$ cat src/tdf_pkg.sv
// constants shared by the triple storage element block
// assumes one 25 MHz clock and an apb master with 32-bit data
package tdf_pkg;
  // ****************************************************************
  // structure
  // ****************************************************************
  localparam int NUM_ELEM = 3;                  // storage elements
  localparam int ADDR_W   = 12;                 // apb address width
  localparam int DATA_W   = 32;                 // apb data width
  // ****************************************************************
  // register map (byte addresses)
  // ****************************************************************
  localparam logic [11:0] CTRL_OFS   = 12'h000; // software set/clear
  localparam logic [11:0] STATUS_OFS = 12'h004; // outputs and masters
  // ****************************************************************
  // field positions
  // ****************************************************************
  localparam int SOFT_SET_LSB = 0;              // ctrl: set per element
  localparam int SOFT_CLR_LSB = 8;              // ctrl: clear per element
  localparam int STAT_Q_LSB   = 0;              // status: stored bits
  localparam int STAT_M_LSB   = 8;              // status: master bits
  localparam int STAT_CK_LSB  = 16;             // status: clock levels
  // ****************************************************************
  // reset values
  // ****************************************************************
  localparam logic [2:0]  ELEM_RST  = 3'h0;     // stored and master bits
  localparam logic [2:0]  CLK_RST   = 3'h7;     // clocks seen high
  localparam logic        CLKC_RST  = 1'h1;     // shared clock seen high
  localparam logic [31:0] WORD_ZERO = 32'h00000000;
endpackage

$ cat src/tdf_top.sv
// triple edge-triggered storage elements with an apb control and status port
// assumes all pins synchronous to clock_i; set and clear act at the
// next clock edge, and a clock edge is seen as a low then high sample
`timescale 1ns/1ps

module tdf_top (
  // clock and reset
  input  wire logic                          clock_i,
  input  wire logic                          resetn_i,
  // storage element pins
  input  wire logic [tdf_pkg::NUM_ELEM-1:0]  data_i,
  input  wire logic [tdf_pkg::NUM_ELEM-1:0]  per_element_clock_i,
  input  wire logic                          shared_clock_i,
  input  wire logic                          global_preset_i,
  input  wire logic                          global_clear_i,
  input  wire logic [tdf_pkg::NUM_ELEM-1:0]  element_preset_i,
  input  wire logic [tdf_pkg::NUM_ELEM-1:0]  element_clear_i,
  output logic      [tdf_pkg::NUM_ELEM-1:0]  stored_bit_out_o,
  output logic      [tdf_pkg::NUM_ELEM-1:0]  stored_bit_out_n_o,
  // apb slave
  input  wire logic                          psel_i,
  input  wire logic                          penable_i,
  input  wire logic                          pwrite_i,
  input  wire logic [tdf_pkg::ADDR_W-1:0]    paddr_i,
  input  wire logic [tdf_pkg::DATA_W-1:0]    pwdata_i,
  output logic      [tdf_pkg::DATA_W-1:0]    prdata_o,
  output logic                               pready_o,
  output logic                               pslverr_o
);
  import tdf_pkg::*;

  // ****************************************************************
  // helper
  // ****************************************************************
  // rising transition between two samples
  function automatic logic rise_seen(input logic now, input logic prev);
    rise_seen = now & ~prev;
  endfunction

  // ****************************************************************
  // declarations
  // ****************************************************************
  logic [NUM_ELEM-1:0] q_reg,      q_next;      // slave (output) bits
  logic [NUM_ELEM-1:0] master_reg, master_next; // master bits
  logic [NUM_ELEM-1:0] ck_reg;                  // last per-element clocks
  logic                ckc_reg;                 // last shared clock
  logic [NUM_ELEM-1:0] sset_reg,   sset_next;   // software set
  logic [NUM_ELEM-1:0] sclr_reg,   sclr_next;   // software clear
  logic [DATA_W-1:0]   rdata_reg,  rdata_next;  // read data
  logic                err_reg,    err_next;    // unmapped access
  logic [NUM_ELEM-1:0] set_eff;                 // all set sources
  logic [NUM_ELEM-1:0] clr_eff;                 // all clear sources
  logic [NUM_ELEM-1:0] trig;                    // transfer to slave

  // ****************************************************************
  // storage elements
  // ****************************************************************
  // merge global, per-element and software set/clear
  always_comb begin
    set_eff = element_preset_i | sset_reg
            | {NUM_ELEM{global_preset_i}};
    clr_eff = element_clear_i | sclr_reg
            | {NUM_ELEM{global_clear_i}};
  end

  // per element next master and slave values
  always_comb begin
    for (int n = 0; n < NUM_ELEM; n++) begin
      // either clock rises while the other was low
      trig[n] = (rise_seen(per_element_clock_i[n], ck_reg[n]) & ~ckc_reg)
              | (rise_seen(shared_clock_i, ckc_reg)
                 & ~ck_reg[n]);
      // master transparent only with both clocks low
      if (!per_element_clock_i[n] && !shared_clock_i) begin
        master_next[n] = data_i[n];
      end else begin
        master_next[n] = master_reg[n];
      end
      if (set_eff[n]) begin
        q_next[n] = 1'h1;
      end else if (clr_eff[n]) begin
        q_next[n] = 1'h0;
      end else if (trig[n]) begin
        q_next[n] = master_reg[n];
      end else begin
        q_next[n] = q_reg[n];
      end
    end
  end

  // register the element state and clock samples
  always_ff @(posedge clock_i or negedge resetn_i) begin
    if (!resetn_i) begin
      q_reg      <= ELEM_RST;
      master_reg <= ELEM_RST;
      ck_reg     <= CLK_RST;
      ckc_reg    <= CLKC_RST;
    end else begin
      q_reg      <= q_next;
      master_reg <= master_next;
      ck_reg     <= per_element_clock_i;
      ckc_reg    <= shared_clock_i;
    end
  end

  // true and complement outputs of one stored bit
  assign stored_bit_out_o   = q_reg;
  assign stored_bit_out_n_o = ~q_reg;

  // ****************************************************************
  // apb slave
  // ****************************************************************
  // decode in the setup phase, answer in the access phase
  always_comb begin
    sset_next  = sset_reg;
    sclr_next  = sclr_reg;
    rdata_next = rdata_reg;
    err_next   = err_reg;
    if (psel_i && !penable_i) begin
      rdata_next = WORD_ZERO;
      err_next   = 1'h0;
      case (paddr_i)
        CTRL_OFS: begin
          rdata_next[SOFT_SET_LSB +: NUM_ELEM] = sset_reg;
          rdata_next[SOFT_CLR_LSB +: NUM_ELEM] = sclr_reg;
        end
        STATUS_OFS: begin
          rdata_next[STAT_Q_LSB +: NUM_ELEM] = q_reg;
          rdata_next[STAT_M_LSB +: NUM_ELEM] = master_reg;
          rdata_next[STAT_CK_LSB +: NUM_ELEM] = ck_reg;
          rdata_next[STAT_CK_LSB + NUM_ELEM] = ckc_reg;
        end
        default: begin
          err_next = 1'h1;                      // unmapped address
        end
      endcase
    end
    // write takes effect at the end of the access phase
    if (psel_i && penable_i && pwrite_i && paddr_i == CTRL_OFS) begin
      sset_next = pwdata_i[SOFT_SET_LSB +: NUM_ELEM];
      sclr_next = pwdata_i[SOFT_CLR_LSB +: NUM_ELEM];
    end
  end

  // register bus state
  always_ff @(posedge clock_i or negedge resetn_i) begin
    if (!resetn_i) begin
      sset_reg  <= ELEM_RST;
      sclr_reg  <= ELEM_RST;
      rdata_reg <= WORD_ZERO;
      err_reg   <= 1'h0;
    end else begin
      sset_reg  <= sset_next;
      sclr_reg  <= sclr_next;
      rdata_reg <= rdata_next;
      err_reg   <= err_next;
    end
  end

  // zero wait states; error only in the access phase, read data driven at all times
  assign pready_o  = 1'h1;
  assign prdata_o  = rdata_reg;
  assign pslverr_o = psel_i & penable_i & err_reg;

  genvar g;
  generate
    for (g = 0; g < NUM_ELEM; g++) begin : g_chk

    end
  endgenerate
endmodule

$ cat config.mk
export PLATFORM = sky130hd
export DESIGN_NAME = tdf_top
export DESIGN_NICKNAME = d
export VERILOG_FILES = /design/src/tdf_pkg.sv /design/src/tdf_top.sv
export SDC_FILE = /design/constraint.sdc
export NUM_CORES = 1
export LEC_CHECK = 0
export ABC_CLOCK_PERIOD_IN_PS = 1550
export BUFFER_PORTS_ARGS = -buffer_cell sky130_fd_sc_hd__buf_2
export CAP_MARGIN = 20
export CORE_MARGIN = 4
export CORE_UTILIZATION = 30
export DETAILED_ROUTE_END_ITERATION = 10
export PLACE_DENSITY_LB_ADDON = 0.08
export SETUP_SLACK_MARGIN = 0.4
export SLEW_MARGIN = 20
export SYNTH_ARGS = -nofsm -noshare
export SYNTH_HDL_FRONTEND = slang
export SYNTH_SLANG_ARGS = --single-unit
$ cat constraint.sdc
create_clock -name clock_i -period 1.55 [get_ports clock_i]
set_clock_uncertainty 0.15 [all_clocks]
set_input_delay 0.2325 -clock clock_i [delete_from_list [all_inputs] [get_ports clock_i]]
set_output_delay 0.2325 -clock clock_i [all_outputs]
set_load 0.02 [all_outputs]
# Word level (Yosys, flattened, before mapping)

Index checks and enable logic that the tools add are counted.

Equality and inequality tests: 1
Muxes and demuxes: 13
Bitwise operators: 24
Reduce and logical (&&, ||, !) cells: 17

Operator list:

| operator            | count |
|---|---|
| $and 1x1->1         | 12 |
| $eq 12x3->1 const B | 1 |
| $logic_not 12->1    | 1 |
| $or 3x3->3          | 4 |
| $pmux 3 s2          | 2 |
| $mux 1              | 10 |
| $reduce_bool 3->1   | 3 |
| $logic_and 1x1->1   | 7 |
| $logic_not 1->1     | 5 |
| $mux 4              | 1 |
| $not 1->1           | 4 |
| $not 3->3           | 1 |
| $or 1x1->1          | 3 |
| $reduce_or 2->1     | 1 |

Register bits after elaboration: 27
Input bits: 64
Output and inout bits: 40
Logic and storage cells: 67

# Logic depth before layout (Yosys ltp)

Gate-level depths: netlist of run 1.

Word-level depth: 7
Depth in mapped cells: 4
Depth with buffers taken out: 4

# Worst setup path after synthesis of run 1

No wires, ideal clock.

Kind: input port to flip-flop
Start point: input port paddr_i[8] in the netlist's numbering
End point: register sclr_reg[2]
Library setup time: 0.128 ns
Data arrival time: 1.440 ns
Data required time: 1.272 ns
Path slack: -0.168 ns
Cell stages on the path: 4
Path buffers: 0
Cells stage by stage: or4_4 > nor4_4 > nand3_2 > mux2_1

Cells in the longest elaborated chain, start to end: 2

Ends and longest elaborated chain:

| item                 | RTL line       | source |
|---|---|---|
| from (decl)          | tdf_top.sv:24  | `input wire logic [tdf_pkg::ADDR_W-1:0] paddr_i,` |
| $logic_not 12->1     | tdf_top.sv:139 | `if (psel_i && penable_i && pwrite_i && paddr_i == CTRL_OFS) begin` |
| $logic_and 1x1->1    | tdf_top.sv:139 |  |
| to (signal assigned) | tdf_top.sv:154 | `sclr_reg <= sclr_next;` |
| to (decl)            | tdf_top.sv:48  | `logic [NUM_ELEM-1:0] sclr_reg, sclr_next;` |

No other way between the ends.
A chain may end at the register's enable or synchronous reset.

# Worst setup path in the final report of run 1

Same ends and word-level chain as after synthesis.

==> flow_summary.json, run 1 <==
{
  "status": "finished with violations",
  "violations": "setup timing",
  "routed_wirelength_mm": 3.30,
  "grt_setup_unrepaired": "yes",
  "fp.dieH_um": 74.5,
  "clockRootBuffer": "clkbuf_8",
  "overflow": 0,
  "yosysTopAreaCellShare_pct": 43.4,
  "core-area_mm2": 0.00414,
  "crit_chain": "buf_6 > or4_4 > nor4_4 > nand3_4 > mux2_4",
  "end_kind": "flop",
  "grt_usage_pct": 12.3,
  "peakVddDrop_mv": 0.433,
  "p_per_area_mw_per_mm2": 713,
  "cp_max_fo": 6,
  "holdCritPathClass": "primary input to flop",
  "yosysTopAreaCell": "dfrtp_1",
  "path_delay_family": "simple AND/OR/NAND/NOR gates",
  "synth_edf_count": 0,
  "fp.dieArea_mm2": 0.00555,
  "die_w_um": 74.5,
  "fill_cells": 398,
  "cap_violations": 0,
  "cp.buffers_inverters": 1,
  "finalHoldViolations": 0,
  "hold_ws_ns": 0.00123,
  "grt_start_max_net_pins": 28,
  "dpl_cell_area_mm2": 0.00158,
  "vias": 1060,
  "multi_input_area_um2": 611,
  "place.gp.congestion": 0.807,
  "arrival_ns": 1.58,
  "cts.sinks": 27,
  "worst_r2r_path_depth": 3,
  "place_hpwl_mm": 2.62,
  "synth.distinct_cells": 26,
  "grt_pass1_wl_mm": 5.23,
  "numCtsBuffers": 3,
  "antenna_found_initial": 0,
  "num_rows": 23,
  "avgSynthCellArea_um2": 11.6,
  "start_util_pct": 32.0,
  "crit_cells": 5,
  "setup_ws_ns": -0.0143,
  "fin_crit_ns": 1.56,
  "port-buffer-count": 54,
  "wl_per_cell_um": 13.7,
  "route.detailed.drc": 0,
  "yosysSeqAreaShare_pct": 51.3,
  "layout.nets": 255,
  "synth-seq-cells": 27,
  "instances_no_fill": 240,
  "maxUsedRoutingLayer": "met4",
  "synthCells": 114,
  "p_leak_nw": 1.00,
  "ant_nets": 0,
  "dr.pass1.iters": 4,
  "clock_latency_ns": 0.27,
  "crit_type": "primary input to flop",
  "path_clk_slew_ns": 0.09,
  "tns_ns": -0.0384,
  "slowest_stage": "or4_4",
  "io_pins": 104,
  "setup_viol": 4,
  "drv_slew": 0,
  "wl_met2_mm": 1.67,
  "drive_above_1_share_pct": 52.6,
  "cp-start-kind": "primary input",
  "fmax_mhz": 639,
  "largest_register_ff_count": 10,
  "met3_length_um": 240,
  "clk_path_buf_depth": 2,
  "drt_first_iter_violations": 31,
  "hold_depth": 2,
  "required_ns": 1.56,
  "place_inst": 217,
  "fin_area_mm2": 0.00198,
  "cts_hold_buf": 6,
  "seq_area_um2": 681,
  "avgViaCountPerCell": 4.42,
  "ys_warn_count": 0,
  "htree_levels": 1,
  "critical_path.max_stage_delay_ns": 0.53,
  "async_flop_share_pct": 100,
  "synth_area_mm2": 0.00133,
  "synthTopCellsByCount": "buf_4 (23), dfrtp_1 (23), mux2i_1 (9), mux2_2 (7)",
  "finalCritPeriodShare_pct": 101,
  "wl_met1_mm": 1.36,
  "synthFlopType": "dfrtp_1",
  "area_growth_pct": 49.5,
  "grt_pass1_vias": 1121,
  "antennaDiodeCount": 0,
  "synthTopCellsByArea": "dfrtp_1 (43%), buf_4 (13%), dfstp_2 (7.9%), mux2i_1 (6.8%), mux2_2 (5.9%)",
  "cts_tree": "done"
}
==> final timing paths <==
path                                    start  slack [ns]                  end
min in group asynchronous            resetn_i        0.28        master_reg[1]
setup / recovery                   paddr_i[8]       -0.01          sclr_reg[2]
max in group asynchronous            resetn_i        0.66            ck_reg[2]
hold reg to reg                   sclr_reg[1]        0.36  stored_bit_out_o[1]
setup reg to reg                      ckc_reg        0.27  stored_bit_out_o[1]
hold / removal             element_clear_i[2]       0.001  stored_bit_out_o[2]
==> per-stage QoR <==
step                      worst slack (ns)  util (%)  total power [mW]
final                              -0.0143      47.9              1.41
after global routing               -0.0792      47.9              1.49
after floorplan                     -0.168         -             0.916
after global placement              -0.312      38.1             0.966
after detailed placement            -0.373      38.1             0.969
after CTS                          -0.0210      47.1              1.43
==> report_power, final <==
group	switching (mW)	total (mW)	internal (mW)
combinational	0.143	0.254	0.110
sequential	0.0207	0.751	0.730
clock	0.227	0.409	0.182
==> cell families (layout without fill, tap and decap cells) <==
kind of cell | count (synthesis) | in the layout | synth area share, %
compound gates | 14 | 14 | 7.45
buf+inv | 28 | 83 | 14.4
flops | 27 | 27 | 51.3
mux | 18 | 18 | 14.4
other cells | 2 | 23 | 0.566
simple gates | 25 | 25 | 11.8
==> cells in the final DEF (no fill, tap or decap), types with 2 or more instances in the layout <==
master and count:
conb_1 23, dlygate4sd3_1 6, nand2_1 6, buf_6 19, nand3_4 2, o21ai_1 5
dfrtp_1 23, nor2_1 3, nor3_2 2, o41ai_2 2, mux2i_1 9, buf_2 35
inv_1 2, nor3_1 3, dfstp_2 4, buf_4 15, mux2_2 6, a22o_1 4
mux2_4 3, clkbuf_8 3
==> layout make-up <==
| type | instances | share of cell area [%] |
|---|---|---|
| inverter | 3 | 0.568 |
| clock inverter | 1 | 0.379 |
| tap | 50 | 3.15 |
| multi-input combinational | 80 | 30.8 |
| sequential | 27 | 34.3 |
| clock buffer | 3 | 2.08 |
| timing repair buffer | 76 | 28.7 |
==> metal layers <==
| metal | up-vias | GRT usage (%) |
|---|---|---|
| li1 | 506 | - |
| met1 | 500 | 15.9 |
| met2 | 52 | 21.3 |
| met3 | 2 | 2.97 |
| met4 | 0 | 2.37 |
| met5 | - | 0 |
==> repair_timing <==
action                                  4_1_cts  5_1_grt
hold endpoints to repair                     30        1
endpoints found under the setup margin       37       60
pin swaps                                     8        0
gates resized for setup                      55        4
buffers inserted                             11        2
(Power assumes the default switching activity.)
==> inputs of run 2 (changes only) <==
ABC_CLOCK_PERIOD_IN_PS = 1400   (was 1550)
CAP_MARGIN = unset   (was 20)
REMOVE_ABC_BUFFERS = 1   (was unset)
clock period = 1.4 ns   (was 1.55 ns; I/O delays follow)
==> run 2 against run 1 <==
Effect of this change:
- the flow finishes with violations (hold timing, setup timing)
- clock power up 9.5%
- flip-flop and latch count is the same
- non-clock buffer count down 2
- final area is 1.3% lower
- first-iteration DRC count fell by 35%
- hold slack lost 0.22 ns
- final cell count shrank 0.83%
- combinational power increased by 7.9%
- clock-buffer cell count unchanged
==> flow_summary.json, run 2 (synthesis results as in run 1) <==
{
  "required_ns": 1.41,
  "core-area_mm2": 0.00414,
  "start_util_pct": 32.0,
  "cts_hold_buf": 4,
  "holdCritPathClass": "primary input to async pin",
  "r2r_end": "stored_bit_out_o[0]",
  "r2r_slack_ns": 0.09,
  "grt_pass1_vias": 1075,
  "path_clk_slew_ns": 0.10,
  "overflow": 0,
  "end_kind": "flop",
  "grt_start_max_net_pins": 28,
  "p_per_area_mw_per_mm2": 793,
  "groute.layer.met1.usage_pct": 15.2,
  "io_pins": 104,
  "crit_type": "primary input to flop",
  "grt_usage_pct": 12.4,
  "cts.sinks": 27,
  "relSlewSlack_pct": 60.5,
  "cts_tree": "done",
  "place_hpwl_mm": 2.54,
  "setup_ws_ns": -0.173,
  "dr.pass1.iters": 4,
  "violations": "hold timing, setup timing",
  "worst_r2r_path_depth": 3,
  "cp-start-kind": "primary input",
  "htree_levels": 1,
  "drt_first_iter_violations": 20,
  "r2r_start": "ckc_reg",
  "wl_per_cell_um": 14.2,
  "path_delay_family": "simple AND/OR/NAND/NOR gates",
  "clockRootBuffer": "clkbuf_8",
  "drv_slew": 0,
  "setup_viol": 17,
  "fp.dieArea_mm2": 0.00555,
  "finalCritPeriodShare_pct": 112,
  "place_inst": 216,
  "grt_setup_unrepaired": "yes",
  "fin_crit_ns": 1.57,
  "max_slew.worst_pin.slew_ns": 0.593,
  "layout.nets": 253,
  "antennaDiodeCount": 0,
  "largest_register_ff_count": 10,
  "cp_max_fo": 6,
  "numCtsBuffers": 3,
  "drive_above_1_share_pct": 55.3,
  "area_growth_pct": 47.6,
  "slowest_stage": "or4_4",
  "cp.buffers_inverters": 1,
  "finalHoldViolations": 26,
  "clk_path_buf_depth": 2,
  "antenna_found_initial": 0,
  "top_usage_layer": "met2",
  "vias": 1051,
  "num_rows": 23,
  "cap_violations": 0,
  "peakVddDrop_mv": 0.356,
  "instances_no_fill": 238,
  "clock_latency_ns": 0.27,
  "port-buffer-count": 54,
  "layout_commonest_cell": "buf_2",
  "grt_pass1_wl_mm": 5.20,
  "grt_use_met2_pct": 22.2,
  "hold_ws_ns": -0.217,
  "layout_common_cells": "buf_2 (36), conb_1 (23), dfrtp_1 (23)",
  "critical_path.max_stage_delay_ns": 0.54,
  "route.detailed.drc": 0,
  "place.gp.congestion": 0.760,
  "power.total_mw": 1.55,
  "routed_wirelength_mm": 3.38,
  "status": "finished with violations",
  "avgViaCountPerCell": 4.42,
  "die_w_um": 74.5,
  "crit_chain": "buf_6 > or4_4 > nor4_4 > nand3_4 > mux2_1",
  "arrival_ns": 1.58,
  "fmax_mhz": 636,
  "fp.dieH_um": 74.5,
  "p_leak_nw": 0.990,
  "finish.utilization_pct": 47.3,
  "ant_nets": 0,
  "gr-usage-met3_pct": 2.30
}
## run 2: timing repair
item / 4_1_cts / 5_1_grt
buffers inserted: 11 / 3
pin swaps: 8 / 1
resized for setup: 51 / 8
hold endpoints to repair: 30 / 26
endpoints found under the setup margin: 37 / 37
## run 2: cell type report
type / count / area [um^2]
fillers: 413 / 2190
multi-input cells: 80 / 612
clock inverters: 1 / 7.51
clock buffers: 3 / 41.3
inverters: 3 / 11.3
repair buffers: 74 / 543
well taps: 50 / 62.6
flip-flops and latches: 27 / 681
## run 2: worst register-to-register path, stage by stage, from the launching register on
cell,delay [ns]
dfstp_2,0.60
nor3_2,0.07
mux2i_1,0.14
o41ai_2,0.25
## run 2: worst max-delay path by stage
stage               startpoint     endpoint  slack (ns)  cells after the start
floorplan           paddr_i[8]  sclr_reg[2]       -0.30                      4
global placement    paddr_i[8]  sclr_reg[2]       -0.49                      5
detailed placement  paddr_i[8]  sclr_reg[2]       -0.53                      5
CTS                 paddr_i[8]  sclr_reg[2]       -0.18                      5
global route        paddr_i[8]  sclr_reg[2]       -0.21                      5
finish              paddr_i[8]  sclr_reg[2]       -0.17                      5
## run 2: metrics by stage
stage	cell area [um^2]	worst slack (ns)	setup TNS (ns)
final	1960	-0.173	-1.91
after global routing	1960	-0.215	-2.59
after global placement	1570	-0.491	-6.58
after CTS	1910	-0.177	-1.57
after detailed placement	1570	-0.534	-6.86
after floorplan	1220	-0.295	-2.99
## run 2: metal layers
metal  vias up  routed length [um]
met4         0                  19
li1        501                   -
met2        57                1640
met1       491                1360
met3         2                 356
met5         -                   0
## run 2: report_power, final
group	switching [mW]	leakage [nW]	internal, mW
Combinational	0.161	0.628	0.113
Sequential	0.0227	0.340	0.808
Clock	0.246	0.0217	0.202
Total	0.430	0.990	1.12
==> inputs of run 3 (changes only) <==
ABC_AREA = 1   (was unset)
TNS_END_PERCENT = 30   (was unset)
==> run 3 against run 2 <==
Effect of this change:
- the flow finishes with violations (hold timing)
- global-route usage fell by 0.54 points
- combinational power is 11% higher
- area after synthesis is 12% higher
- sequential power about the same
- sequential share of layout area down 1.3 points
- final cell count up 37%
- register-to-register slack better by 0.14 ns
- critical path depth is 2 lower
- worst setup slack gained 0.32 ns
- die area grew 11%
- largest power group unchanged
==> flow_summary.json, run 3 <==
{
  "multi_input_area_um2": 673,
  "numCtsBuffers": 3,
  "die_w_um": 78.5,
  "wl_per_cell_um": 11.4,
  "cts_hold_buf": 7,
  "grt_setup_unrepaired": "yes",
  "fmax_mhz": 798,
  "tns_ns": 0,
  "cts_tree": "done",
  "p_leak_nw": 1.12,
  "drt_first_iter_violations": 19,
  "ys_warn_count": 0,
  "htree_levels": 1,
  "fp.dieH_um": 78.5,
  "num_rows": 25,
  "grt_pass1_vias": 1265,
  "synthFlopType": "dfrtp_1",
  "largest_register_ff_count": 10,
  "setup_viol": 0,
  "peakVddDrop_mv": 0.377,
  "place.gp.congestion": 0.729,
  "min_to": "stored_bit_out_o[0]",
  "clockRootBuffer": "clkbuf_8",
  "synthCells": 185,
  "finalHoldViolations": 2,
  "r2r_end": "stored_bit_out_o[0]",
  "layout_common_cells": "nand2_1 (52), buf_2 (47), conb_1 (23), dfrtp_1 (23), nand3_1 (16)",
  "instances_no_fill": 326,
  "synth-seq-cells": 27,
  "grt_pass1_wl_mm": 5.75,
  "clk_path_buf_depth": 2,
  "async_flop_share_pct": 100,
  "status": "finished with violations",
  "grt_start_max_net_pins": 28,
  "arrival_ns": 0.89,
  "dpl_cell_area_mm2": 0.00177,
  "dr.pass1.iters": 4,
  "overflow": 0,
  "layout_commonest_cell": "nand2_1",
  "drv_slew": 0,
  "finish.utilization_pct": 42.7,
  "cap_violations": 0,
  "synth.distinct_cells": 24,
  "synth_edf_count": 0,
  "path_clk_slew_ns": 0.10,
  "r2r_slack_ns": 0.23,
  "required_ns": 1.04,
  "seq_area_um2": 681,
  "worst_r2r_path_depth": 5,
  "hold_ws_ns": -0.00713,
  "vias": 1354,
  "synthTopCellsByArea": "dfrtp_1 (39%), nand2_1 (13%), buf_4 (12%), dfstp_2 (7.0%), nand3_1 (5.4%)",
  "end_kind": "output pin",
  "place_hpwl_mm": 2.76,
  "crit_type": "flop to output pin",
  "start_util_pct": 31.4,
  "clock_latency_ns": 0.28,
  "layout.nets": 324,
  "yosysSeqAreaShare_pct": 45.6,
  "synthTopCellsByCount": "nand2_1 (52), buf_4 (23), dfrtp_1 (23), inv_1 (18), nand3_1 (16)",
  "area_growth_pct": 36.2,
  "antenna_found_initial": 0,
  "yosysMostFrequentCell": "nand2_1",
  "grt_usage_pct": 11.8,
  "violations": "hold timing",
  "avgSynthCellArea_um2": 8.06,
  "yosysTopAreaCell": "dfrtp_1",
  "antennaDiodeCount": 0,
  "place_inst": 306,
  "hold_depth": 3,
  "p_per_area_mw_per_mm2": 785,
  "cp_max_fo": 2,
  "fp.dieArea_mm2": 0.00616,
  "cp-start-kind": "flop",
  "fin_area_mm2": 0.00203,
  "cts.sinks": 27,
  "ant_nets": 0,
  "drive_above_1_share_pct": 37.1,
  "fin_crit_ns": 1.25,
  "routed_wirelength_mm": 3.71,
  "yosysTopAreaCellShare_pct": 38.6,
  "finalCritPeriodShare_pct": 89.5,
  "io_pins": 104,
  "avgViaCountPerCell": 4.15,
  "holdCritPathClass": "primary input to flop",
  "port-buffer-count": 54,
  "r2r_start": "ck_reg[0]",
  "worst_hold_startpoint": "element_preset_i[0]",
  "synth_area_mm2": 0.00149,
  "fill_cells": 518,
  "core-area_mm2": 0.00475,
  "route.detailed.drc": 0
}
[run 3: logic make-up after synthesis]
logic type	count (synthesis)	synth area share, %
and+or+nand+nor	96	28.9
buffers and inverters	44	17.4
DFF	27	45.6
AOI/OAI and AO/OA	15	6.71
other	2	0.504
muxes	1	0.755
[run 3: per-stage QoR]
step | power [mW] | setup WS, ns
2_1_floorplan | 0.978 | 0.139
3_3_place_gp | 1.09 | -0.0489
3_5_place_dp | 1.09 | -0.0395
4_1_cts | 1.60 | 0.132
5_1_grt | 1.69 | 0.0853
6_report | 1.59 | 0.147
[run 3: what timing repair did]
action                                  in CTS  in global routing
pin swaps                                    1                  2
resized for setup                           16                 10
cloned                                       0                  1
setup buffers                                5                  3
endpoints found under the hold margin       31                  1
endpoints found under the setup margin      29                 37
[run 3: critical path: stages (launching register included)]
cell	delay [ns]
dfrtp_1	0.39
inv_2	0.05
nor2_1	0.03
buf_4	0.15
[run 3: worst max-delay path by stage]
stage	from	endpoint	slack, ns
2_1_floorplan	paddr_i[11]	sclr_reg[0]	0.14
3_3_place_gp	paddr_i[11]	sset_reg[2]	-0.05
3_5_place_dp	paddr_i[11]	sclr_reg[0]	-0.04
4_1_cts	err_reg	pslverr_o	0.13
5_1_grt	err_reg	pslverr_o	0.09
6_report	err_reg	pslverr_o	0.15
[run 3: power by group]
| group | switching [mW] | internal [mW] | total [mW] |
|---|---|---|---|
| sequential | 0.0221 | 0.810 | 0.832 |
| clock | 0.256 | 0.202 | 0.459 |
| combinational | 0.180 | 0.124 | 0.304 |
| total | 0.458 | 1.14 | 1.59 |
[run 3: cell type report]
type | count | share of cell area [%]
sequential | 27 | 33.5
multi-input combinational | 136 | 33.1
timing repair buffer | 73 | 23.3
tap | 67 | 4.13
inverter | 19 | 3.51
clock buffer | 3 | 2.03
clock inverter | 1 | 0.369
[run 3: per-layer routing]
| layer | share of wire, % | track usage, % | wire length, um |
|---|---|---|---|
| met1 | 46 | 15.7 | 1720 |
| met2 | 44 | 19.0 | 1640 |
| met3 | 8.5 | 2.75 | 315 |
| met4 | 0.97 | 3.67 | 36 |
| met5 | 0 | 0 | 0 |
